<file path="src/include/irq_agg_pkg.sv">
// Register map, field positions and reset values of the event aggregator
package irq_agg_pkg;
  localparam int          ADDR_W          = 12;
  localparam int          NUM_SRC         = 16;
  localparam logic [11:0] ENABLE_OFFSET   = 12'h004;
  localparam logic [11:0] STATUS_OFFSET   = 12'h008;
  localparam logic [15:0] ENABLE_RESET    = 16'h0000;
  localparam logic [15:0] STATUS_RESET    = 16'h0000;
  // Bit positions, shared by status and enable
  localparam int SYS_ERR_BIT         = 0;
  localparam int PARITY_ERR_BIT      = 1;
  localparam int RX_CHECK_ERR_BIT    = 2;
  localparam int RX_ABORT_BIT        = 3;
  localparam int RX_FORMAT_ERR_BIT   = 4;
  localparam int RX_OVERRUN_BIT      = 5;
  localparam int RX_SMALL_FREE_BIT   = 6;
  localparam int RX_LARGE_FREE_BIT   = 7;
  localparam int RX_READY_WRITE_BIT  = 8;
  localparam int RX_FREE_EMPTY_BIT   = 9;
  localparam int RX_READY_FULL_BIT   = 10;
  localparam int TX_FREE_WRITE_BIT   = 11;
  localparam int TX_READY_READ_BIT   = 12;
  localparam int TX_FREE_FULL_BIT    = 13;
  localparam int TX_DONE_BIT         = 14;
  localparam int TX_UNDERFLOW_BIT    = 15;
  // Packet length limits for the format check, and the ones run of an abort
  localparam int MIN_BITS_CRC16      = 32;
  localparam int MIN_BITS_CRC32      = 48;
  localparam int ABORT_ONES          = 7;
endpackage

</file>
<file path="src/master_interrupt_aggregator.sv">
// Event status latch, enable mask and host interrupt output
// Functional notes
// - Flag packets too long, short or unaligned
// - Enable gates interrupt; status still sets
// - Overrun on write to full FIFO
// - Event after small free queue fetch batch
// - Event after large free queue fetch batch
// - Event after ready queue write batch
// - Error on free request when both free queues empty
// - Error writing to full ready queue
// - Event after transmit free queue write batch
// - Event after transmit ready queue fetch batch
// - Error writing full transmit free queue
// - Done event for flagged finished packets
// - Underflow on read of empty FIFO
// - Status bit order matches mask, upper zero
// - Status read returns then clears all
// - Byte lanes ignored; no lanes, no access
// - System error from address/special/abort faults
// - Parity error as master or reported
// - Check sequence mismatch sets status
// - Seven ones abort sets status
module master_interrupt_aggregator #(
  parameter int LEN_W = 16
) (
  // Clock and reset
  input  wire logic                 ref_clk,
  input  wire logic                 reset_n,
  // Register port, same clock
  input  wire logic                 reg_sel,
  input  wire logic                 reg_write,
  input  wire logic [11:0]          reg_addr,
  input  wire logic [3:0]           cmd_byte_sel_n,
  input  wire logic [31:0]          reg_wdata,
  output logic      [31:0]          reg_rdata,
  // Receive frame end report
  input  wire logic                 rx_frame_end,
  input  wire logic [LEN_W-1:0]     rx_frame_bits,
  input  wire logic [LEN_W-1:0]     rx_max_bits,
  input  wire logic                 rx_crc32_mode,
  input  wire logic                 rx_crc_mismatch,
  input  wire logic                 rx_ones_run_hit,
  // Queue and FIFO event strobes
  input  wire logic                 rx_fifo_write,
  input  wire logic                 rx_fifo_full,
  input  wire logic                 rx_small_batch_done,
  input  wire logic                 rx_large_batch_done,
  input  wire logic                 rx_ready_batch_done,
  input  wire logic                 rx_free_request,
  input  wire logic                 rx_small_empty,
  input  wire logic                 rx_large_empty,
  input  wire logic                 rx_ready_write,
  input  wire logic                 rx_ready_full,
  input  wire logic                 tx_free_batch_done,
  input  wire logic                 tx_ready_batch_done,
  input  wire logic                 tx_free_write,
  input  wire logic                 tx_free_full,
  input  wire logic                 tx_packet_done,
  input  wire logic                 notify_on_done,
  input  wire logic                 tx_fifo_read,
  input  wire logic                 tx_fifo_empty,
  // Bus error reports
  input  wire logic                 addr_parity_err,
  input  wire logic                 special_data_parity_err,
  input  wire logic                 master_abort_seen,
  input  wire logic                 target_abort_seen,
  input  wire logic                 master_data_parity_err,
  input  wire logic                 parity_fault_in_n,
  // Host interrupt
  output logic                      host_irq_n
);

  typedef struct packed {
    logic [1:0]  perr_sync;
    logic [15:0] enable;
    logic [15:0] status;
    logic [31:0] rdata;
    logic        irq_n;
  } state_t;

  state_t st;
  state_t next_st;
  logic   rst_n_int;
  logic   rst_stage;
  logic   rst_done;

  // Reset release through two flops
  always_ff @(posedge ref_clk or negedge reset_n) begin
    if (!reset_n) begin
      rst_stage <= 1'b0;
      rst_done  <= 1'b0;
    end else begin
      rst_stage <= 1'b1;
      rst_done  <= rst_stage;
    end
  end
  assign rst_n_int = rst_done;

  logic        access;
  logic        rd_status;
  logic        wr_enable;
  logic        too_long;
  logic        too_short;
  logic        unaligned;
  logic [15:0] events;

  always_comb begin
    // No lane asserted means no access at all
    access    = reg_sel && (cmd_byte_sel_n != 4'hf);
    rd_status = access && !reg_write && (reg_addr == irq_agg_pkg::STATUS_OFFSET);
    wr_enable = access && reg_write && (reg_addr == irq_agg_pkg::ENABLE_OFFSET);

    too_long  = rx_frame_bits > rx_max_bits;
    too_short = rx_crc32_mode ? (rx_frame_bits < LEN_W'(irq_agg_pkg::MIN_BITS_CRC32))
                              : (rx_frame_bits < LEN_W'(irq_agg_pkg::MIN_BITS_CRC16));
    unaligned = rx_frame_bits[2:0] != 3'h0;

    events = 16'h0000;
    events[irq_agg_pkg::SYS_ERR_BIT] = addr_parity_err || special_data_parity_err
                                     || master_abort_seen || target_abort_seen;
    // Sync output of the external parity pin, second stage only
    events[irq_agg_pkg::PARITY_ERR_BIT] = master_data_parity_err || !st.perr_sync[1];
    events[irq_agg_pkg::RX_CHECK_ERR_BIT]  = rx_frame_end && rx_crc_mismatch;
    events[irq_agg_pkg::RX_ABORT_BIT]      = rx_ones_run_hit;
    events[irq_agg_pkg::RX_FORMAT_ERR_BIT] = rx_frame_end && (too_long || too_short || unaligned);
    events[irq_agg_pkg::RX_OVERRUN_BIT]     = rx_fifo_write && rx_fifo_full;
    events[irq_agg_pkg::RX_SMALL_FREE_BIT]  = rx_small_batch_done;
    events[irq_agg_pkg::RX_LARGE_FREE_BIT]  = rx_large_batch_done;
    events[irq_agg_pkg::RX_READY_WRITE_BIT] = rx_ready_batch_done;
    events[irq_agg_pkg::RX_FREE_EMPTY_BIT]  = rx_free_request && rx_small_empty
                                            && rx_large_empty;
    events[irq_agg_pkg::RX_READY_FULL_BIT]  = rx_ready_write && rx_ready_full;
    events[irq_agg_pkg::TX_FREE_WRITE_BIT]  = tx_free_batch_done;
    events[irq_agg_pkg::TX_READY_READ_BIT]  = tx_ready_batch_done;
    events[irq_agg_pkg::TX_FREE_FULL_BIT]   = tx_free_write && tx_free_full;
    events[irq_agg_pkg::TX_DONE_BIT]        = tx_packet_done && notify_on_done;
    events[irq_agg_pkg::TX_UNDERFLOW_BIT]   = tx_fifo_read && tx_fifo_empty;

    next_st = st;
    next_st.perr_sync = {st.perr_sync[0], parity_fault_in_n};
    if (wr_enable) begin
      next_st.enable = reg_wdata[15:0];
    end
    // Read data captured from the pre-clear status; new events survive the clear
    next_st.rdata = 32'h0000_0000;
    if (access && !reg_write) begin
      if (reg_addr == irq_agg_pkg::STATUS_OFFSET) begin
        next_st.rdata = {16'h0000, st.status};
      end else if (reg_addr == irq_agg_pkg::ENABLE_OFFSET) begin
        next_st.rdata = {16'h0000, st.enable};
      end
    end
    next_st.status = (rd_status ? 16'h0000 : st.status) | events;
    next_st.irq_n  = ~|(next_st.status & next_st.enable);
  end

  always_ff @(posedge ref_clk or negedge rst_n_int) begin
    if (!rst_n_int) begin
      st.perr_sync <= 2'h3;
      st.enable    <= irq_agg_pkg::ENABLE_RESET;
      st.status    <= irq_agg_pkg::STATUS_RESET;
      st.rdata     <= 32'h0000_0000;
      st.irq_n     <= 1'b1;
    end else begin
      st <= next_st;
    end
  end

  assign reg_rdata  = st.rdata;
  assign host_irq_n = st.irq_n;

  chk_irq_releases: assert property (@(posedge ref_clk) disable iff (!rst_n_int)
    (rd_status && events == 16'h0000) |=> host_irq_n)
    else $error("interrupt stayed low after clearing read");

  chk_read_clears_all: assert property (@(posedge ref_clk) disable iff (!rst_n_int)
    rd_status |=> (st.status == $past(events)) && (reg_rdata[15:0] == $past(st.status)))
    else $error("status read did not return and clear");

  chk_no_lane_noop: assert property (@(posedge ref_clk) disable iff (!rst_n_int)
    (reg_sel && cmd_byte_sel_n == 4'hf) |=> st.status == ($past(st.status) | $past(events)))
    else $error("access without byte lanes changed status");

  chk_masked_still_sets: assert property (@(posedge ref_clk) disable iff (!rst_n_int)
    (events[irq_agg_pkg::TX_UNDERFLOW_BIT] && !st.enable[irq_agg_pkg::TX_UNDERFLOW_BIT]
     && !wr_enable) |=> st.status[irq_agg_pkg::TX_UNDERFLOW_BIT])
    else $error("masked event not latched");

  chk_upper_zero: assert property (@(posedge ref_clk) disable iff (!rst_n_int)
    reg_rdata[31:16] == 16'h0000)
    else $error("upper status bits not zero");

  chk_overrun_sets: assert property (@(posedge ref_clk) disable iff (!rst_n_int)
    (rx_fifo_write && rx_fifo_full) |=> st.status[irq_agg_pkg::RX_OVERRUN_BIT])
    else $error("overrun not latched");

  chk_short_frame: assert property (@(posedge ref_clk) disable iff (!rst_n_int)
    (rx_frame_end && !rx_crc32_mode && rx_frame_bits == LEN_W'(24))
    |=> st.status[irq_agg_pkg::RX_FORMAT_ERR_BIT])
    else $error("short frame not flagged");

  chk_done_needs_flag: assert property (@(posedge ref_clk) disable iff (!rst_n_int)
    (tx_packet_done && !notify_on_done && !$past(st.status[irq_agg_pkg::TX_DONE_BIT], 1)
     && !st.status[irq_agg_pkg::TX_DONE_BIT]) |=> !st.status[irq_agg_pkg::TX_DONE_BIT])
    else $error("done flag set without notify");

  chk_enable_write: assert property (@(posedge ref_clk) disable iff (!rst_n_int)
    wr_enable |=> st.enable == $past(reg_wdata[15:0]))
    else $error("enable write lost");

  chk_irq_asserts: assert property (@(posedge ref_clk) disable iff (!rst_n_int)
    ((events & st.enable) != 16'h0000 && !wr_enable) |=> !host_irq_n)
    else $error("enabled event did not raise interrupt");

  chk_sys_err_sets: assert property (@(posedge ref_clk) disable iff (!rst_n_int)
    (addr_parity_err || special_data_parity_err || master_abort_seen || target_abort_seen)
    |=> st.status[irq_agg_pkg::SYS_ERR_BIT])
    else $error("system error not latched");

  chk_master_parity_sets: assert property (@(posedge ref_clk) disable iff (!rst_n_int)
    master_data_parity_err |=> st.status[irq_agg_pkg::PARITY_ERR_BIT])
    else $error("master parity error not latched");

  // Pin goes through both sync stages before it can set the bit
  chk_parity_pin_sets: assert property (@(posedge ref_clk) disable iff (!rst_n_int)
    !parity_fault_in_n |-> ##3 st.status[irq_agg_pkg::PARITY_ERR_BIT])
    else $error("reported parity fault not latched");

  chk_check_err_sets: assert property (@(posedge ref_clk) disable iff (!rst_n_int)
    (rx_frame_end && rx_crc_mismatch) |=> st.status[irq_agg_pkg::RX_CHECK_ERR_BIT])
    else $error("check sequence error not latched");

  chk_abort_sets: assert property (@(posedge ref_clk) disable iff (!rst_n_int)
    rx_ones_run_hit |=> st.status[irq_agg_pkg::RX_ABORT_BIT])
    else $error("abort not latched");

  chk_long_frame: assert property (@(posedge ref_clk) disable iff (!rst_n_int)
    (rx_frame_end && rx_frame_bits > rx_max_bits)
    |=> st.status[irq_agg_pkg::RX_FORMAT_ERR_BIT])
    else $error("long frame not flagged");

  chk_unaligned_frame: assert property (@(posedge ref_clk) disable iff (!rst_n_int)
    (rx_frame_end && rx_frame_bits[2:0] != 3'h0)
    |=> st.status[irq_agg_pkg::RX_FORMAT_ERR_BIT])
    else $error("unaligned frame not flagged");

  chk_crc32_short: assert property (@(posedge ref_clk) disable iff (!rst_n_int)
    (rx_frame_end && rx_crc32_mode && rx_frame_bits < LEN_W'(irq_agg_pkg::MIN_BITS_CRC32))
    |=> st.status[irq_agg_pkg::RX_FORMAT_ERR_BIT])
    else $error("short long-check frame not flagged");

  chk_good_frame_quiet: assert property (@(posedge ref_clk) disable iff (!rst_n_int)
    (rx_frame_end && rx_frame_bits <= rx_max_bits && rx_frame_bits[2:0] == 3'h0
     && rx_frame_bits >= LEN_W'(irq_agg_pkg::MIN_BITS_CRC32)
     && !st.status[irq_agg_pkg::RX_FORMAT_ERR_BIT])
    |=> !st.status[irq_agg_pkg::RX_FORMAT_ERR_BIT])
    else $error("well formed frame flagged");

  chk_overrun_needs_full: assert property (@(posedge ref_clk) disable iff (!rst_n_int)
    (rx_fifo_write && !rx_fifo_full && !st.status[irq_agg_pkg::RX_OVERRUN_BIT])
    |=> !st.status[irq_agg_pkg::RX_OVERRUN_BIT])
    else $error("overrun without full fifo");

  chk_small_batch_sets: assert property (@(posedge ref_clk) disable iff (!rst_n_int)
    rx_small_batch_done |=> st.status[irq_agg_pkg::RX_SMALL_FREE_BIT])
    else $error("small free batch not latched");

  chk_large_batch_sets: assert property (@(posedge ref_clk) disable iff (!rst_n_int)
    rx_large_batch_done |=> st.status[irq_agg_pkg::RX_LARGE_FREE_BIT])
    else $error("large free batch not latched");

  chk_ready_batch_sets: assert property (@(posedge ref_clk) disable iff (!rst_n_int)
    rx_ready_batch_done |=> st.status[irq_agg_pkg::RX_READY_WRITE_BIT])
    else $error("ready queue batch not latched");

  chk_free_empty_sets: assert property (@(posedge ref_clk) disable iff (!rst_n_int)
    (rx_free_request && rx_small_empty && rx_large_empty)
    |=> st.status[irq_agg_pkg::RX_FREE_EMPTY_BIT])
    else $error("empty free queues not latched");

  chk_free_needs_both: assert property (@(posedge ref_clk) disable iff (!rst_n_int)
    (rx_free_request && !rx_small_empty && !st.status[irq_agg_pkg::RX_FREE_EMPTY_BIT])
    |=> !st.status[irq_agg_pkg::RX_FREE_EMPTY_BIT])
    else $error("free queue error with a queue left");

  chk_ready_full_sets: assert property (@(posedge ref_clk) disable iff (!rst_n_int)
    (rx_ready_write && rx_ready_full) |=> st.status[irq_agg_pkg::RX_READY_FULL_BIT])
    else $error("ready queue full error not latched");

  chk_tx_free_batch: assert property (@(posedge ref_clk) disable iff (!rst_n_int)
    tx_free_batch_done |=> st.status[irq_agg_pkg::TX_FREE_WRITE_BIT])
    else $error("transmit free batch not latched");

  chk_tx_ready_batch: assert property (@(posedge ref_clk) disable iff (!rst_n_int)
    tx_ready_batch_done |=> st.status[irq_agg_pkg::TX_READY_READ_BIT])
    else $error("transmit ready batch not latched");

  chk_tx_free_full: assert property (@(posedge ref_clk) disable iff (!rst_n_int)
    (tx_free_write && tx_free_full) |=> st.status[irq_agg_pkg::TX_FREE_FULL_BIT])
    else $error("transmit free full error not latched");

  chk_done_sets: assert property (@(posedge ref_clk) disable iff (!rst_n_int)
    (tx_packet_done && notify_on_done) |=> st.status[irq_agg_pkg::TX_DONE_BIT])
    else $error("flagged done not latched");

  chk_underflow_sets: assert property (@(posedge ref_clk) disable iff (!rst_n_int)
    (tx_fifo_read && tx_fifo_empty) |=> st.status[irq_agg_pkg::TX_UNDERFLOW_BIT])
    else $error("underflow not latched");

  chk_read_needs_empty: assert property (@(posedge ref_clk) disable iff (!rst_n_int)
    (tx_fifo_read && !tx_fifo_empty && !st.status[irq_agg_pkg::TX_UNDERFLOW_BIT])
    |=> !st.status[irq_agg_pkg::TX_UNDERFLOW_BIT])
    else $error("underflow without empty fifo");

  chk_no_lane_mask: assert property (@(posedge ref_clk) disable iff (!rst_n_int)
    (reg_sel && cmd_byte_sel_n == 4'hf) |=> st.enable == $past(st.enable))
    else $error("access without byte lanes changed mask");

  chk_no_lane_rdata: assert property (@(posedge ref_clk) disable iff (!rst_n_int)
    (reg_sel && cmd_byte_sel_n == 4'hf) |=> reg_rdata == 32'h0000_0000)
    else $error("access without byte lanes returned data");

endmodule

</file>
<file path="config.mk">
export PLATFORM = sky130hd
export DESIGN_NAME = master_interrupt_aggregator
export DESIGN_NICKNAME = d
export VERILOG_FILES = /design/src/include/irq_agg_pkg.sv /design/src/master_interrupt_aggregator.sv
export SDC_FILE = /design/constraint.sdc
export NUM_CORES = 1
export LEC_CHECK = 0
export ABC_CLOCK_PERIOD_IN_PS = 2200
export BUFFER_PORTS_ARGS = -buffer_cell sky130_fd_sc_hd__buf_2
export CORE_UTILIZATION = 45
export CTS_CLUSTER_DIAMETER = 100
export DETAILED_ROUTE_END_ITERATION = 10
export GPL_ROUTABILITY_DRIVEN = 0
export PLACE_DENSITY = 0.81
export SETUP_SLACK_MARGIN = 0.5
export SYNTH_ARGS = -nofsm -noshare
export SYNTH_HDL_FRONTEND = slang
export SYNTH_SLANG_ARGS = --single-unit
export TNS_END_PERCENT = 100
</file>
<file path="constraint.sdc">
create_clock -name ref_clk -period 2.2 [get_ports ref_clk]
set_clock_uncertainty 0.1 [all_clocks]
set_input_delay 0.11 -clock ref_clk [delete_from_list [all_inputs] [get_ports ref_clk]]
set_output_delay 0.11 -clock ref_clk [all_outputs]
set_load 0.005 [all_outputs]
</file>
==> impl_metrics.csv <==
group,metric,value,unit
outcome,status,"finished, final reports clean",
worst_setup_path,required,2.32,ns
power,total_power,1.91,mW
sta,post-route-period-util,84.9,%
final_layout,nets,510,
yosys,synth_area,2730,µm²
final_layout,post_route_cells_drive_above_1_share,42.8,%
power,swShare,21.4,%
detailed_routing,ant_nets,0,
clocking,clockRootBuffer,"clkbuf_8",
detailed_routing,dr.pass1.iters,4,
die,die_y,79.9,µm
final_layout,final_util,65.6,%
sta,fmax,0.536,GHz
worst_setup_path,arrival,1.99,ns
die,dieArea,6390,µm²
hold_path,holdCritPathClass,"in -> async",
power,power_density,495,nW/µm²
sta,setup_viol,0,
grt,grt_usage,19.8,%
worst_setup_path,path_class,"in -> reg",
power,ir_worst_vdd,0.405,mV
power,seqPwrFrac,52.1,%
place,placedCellCount,410,
grt,grt_max_degree,42,
detailed_routing,vias,2237,
clocking,cts_max_level,2,
yosys,synth_cell_types,45,
sta,layout_min_cycle_time,1.87,ns
final_layout,fillCellCount,449,
power,comb_power_share,13.0,%
yosys,syn_area_per_cell,11.7,µm²
die,initial_core_util,46.4,%
final_layout,mostFrequentLayoutCells,"109 x buf_2, 49 x dfrtp_1, 38 x dlygate4sd3_1",
sta,slew_headroom,42.0,%
job,maxCapViolations,0,
sta,final_max_slew_viol_count,0,
clocking,clock_path_buffers,2,
final_layout,final_cells,458,
detailed_routing,routedWlPerCell,13.3,µm
detailed_routing,drc,0,
die,rows,28,
final_layout,syn_to_final_growth,41.4,%
yosys,ys_ff_latch,53,
place,hpwl,4630,µm
grt,antenna_found_initial,0,
sta,timing.hold.ws,0.0246,ns
worst_setup_path,start_kind,"primary input",
die,die_w,79.9,µm
worst_setup_path,r2r.worst_path.cells,4,
die,core,5890,µm²
worst_setup_path,critical_path.max_fanout,6,
grt,grt_pass1_wl,9460,µm
sta,tightestPinTransition,0.870,ns
yosys,ys_warn_count,0,
clocking,cts_buffers,5,
worst_setup_path,reg2reg_from,"st[61]$_DFF_PN0_",
place,portBuffers,112,
worst_setup_path,rr_endpoint,"host_irq_n$_DFF_PN1_",
sta,grt_setup_unrepaired,"yes",
detailed_routing,totalWireLength,6090,µm
clocking,clkSlewWorstSetupHoldPaths,0.09,ns
yosys,postSynthCellCount,233,
yosys,seq_area_frac_synth,48.7,%
sta,hold_violations,0,
clocking,clock-sinks,53,
power,p_leak,2.03,nW
final_layout,layout_commonest_cell,"buf_2",
final_layout,antenna_cells,0,
detailed_routing,vias_per_cell,4.88,
clocking,clk_latency,0.30,ns
worst_setup_path,r2r_setup_slack,0.62,ns
clocking,tritoncts,"done",
worst_setup_path,critPathCaptureType,"register",
power,clkPwrFrac,34.9,%
power,p_sw,0.410,mW
power,p_int,1.50,mW
grt,grt_pass1_vias,2177,
detailed_routing,drtIter0Drc,59,
grt,grt_overflow_total,0,
die,io_pins,145,
[worst max-delay path, cell delays in order]
cell and delay [ns]:
buf_2 0.11, nor4_4 0.27, buf_4 0.15, nand4_2 0.11, or2_4 0.29, buf_4 0.17
a22o_1 0.21, a22oi_2 0.20, nand4_1 0.15, a211oi_2 0.22
[Yosys cell counts (all sizes together)]
library cell | number | area share [%]
a21o | 12 | 3.3
nor4b | 1 | 0.55
a21boi | 1 | 0.27
a32o | 1 | 0.37
mux2i | 1 | 0.37
nor3b | 1 | 0.27
ha | 16 | 7.3
buf | 35 | 9.8
o31ai | 1 | 0.27
nand2 | 2 | 0.27
o21a | 1 | 0.27
a2111oi | 1 | 0.32
inv | 21 | 2.9
a21oi | 3 | 0.55
nand2b | 1 | 0.23
nor3 | 1 | 0.18
o21ai | 4 | 0.73
a22o | 21 | 6.7
clkbuf | 2 | 0.27
conb | 2 | 0.27
a211oi | 2 | 0.73
dfstp | 3 | 2.9
dfrtp | 50 | 46
nand4 | 9 | 2.3
nor4 | 5 | 1.9
nor2 | 5 | 0.78
nor2b | 3 | 0.69
or2 | 2 | 0.46
o22ai | 1 | 0.23
nand3b | 1 | 0.27
a2bb2oi | 1 | 0.32
a22oi | 6 | 1.6
nand3 | 1 | 0.18
mux2 | 15 | 6.2
a222oi | 1 | 0.37
[cell families (layout without fill, tap and decap cells)]
logic type	count (synthesis)	count (layout)	share of synthesized area, %
buffers and inverters	58	193	13.0
AO/OA/AOI/OAI	56	56	16.1
flip-flops	53	53	48.7
AND/OR/NAND/NOR	32	32	8.10
adder cells (fa/ha/maj)	16	16	7.33
multiplexers	16	16	6.55
other	2	17	0.275
[area by class of cell]
| cell class | instances | area [µm²] | share of cell area [%] |
|---|---|---|---|
| Sequential cell | 53 | 1330 | 34.5 |
| Timing Repair Buffer | 164 | 1070 | 27.8 |
| Multi-Input combinational cell | 137 | 1170 | 30.2 |
| Clock buffer | 6 | 82.6 | 2.14 |
| Inverter | 21 | 78.8 | 2.04 |
| Clock inverter | 2 | 37.5 | 0.972 |
| Tap cell | 75 | 93.8 | 2.43 |
[power groups by stage]
stage	Combinational, mW	Clock [mW]	Sequential [mW]
floorplan	0.0906	0	1.01
global placement	0.182	0	1.01
detailed placement	0.187	0	1.02
CTS	0.245	0.689	0.997
global route	0.278	0.727	0.999
finish	0.248	0.668	0.996
[worst max-delay path by stage]
| stage | startpoint | endpoint | slack [ns] | cells after the start |
|---|---|---|---|---|
| finish | reg_addr[1] | host_irq_n$_DFF_PN1_ | 0.33 | 10 |
| CTS | reg_addr[6] | host_irq_n$_DFF_PN1_ | 0.33 | 9 |
| global route | reg_addr[6] | host_irq_n$_DFF_PN1_ | 0.26 | 9 |
| global placement | reg_addr[8] | host_irq_n$_DFF_PN1_ | -0.02 | 9 |
| detailed placement | reg_addr[4] | host_irq_n$_DFF_PN1_ | -0.08 | 9 |
| floorplan | reg_addr[8] | host_irq_n$_DFF_PN1_ | 0.32 | 9 |
[state kept, by name, summed over array words and instances, names as in the netlist]
signal	cells
next_st	1
reg_rdata	16
rst_done	1
host_irq_n	1
st	33
rst_stage	1
[through the flow]
step           instance area [µm²]  TNS (ns)  worst slack [ns]
2_1_floorplan                 2820         0             0.321
4_1_cts                       3840         0             0.326
3_5_place_dp                  3280   -0.0785           -0.0785
5_1_grt                       3860         0             0.259
6_report                      3860         0             0.333
3_3_place_gp                  3280   -0.0230           -0.0230
[per-layer routing]
metal	vias to the layer above	share of wire [%]	GRT usage [%]
li1	1091	-	-
met1	1038	41	22.2
met2	98	52	36.3
met3	10	5.2	3.43
met4	0	2.2	8.57
met5	-	0	0
[timing repair]
action	in CTS	in global routing
resized for setup	8	6
pin swaps	7	5
setup buffers	2	0
endpoints found under the hold margin	33	0
hold buffers	38	0
endpoints found under the setup margin	1	2
Power figures use the tool's default switching activity.
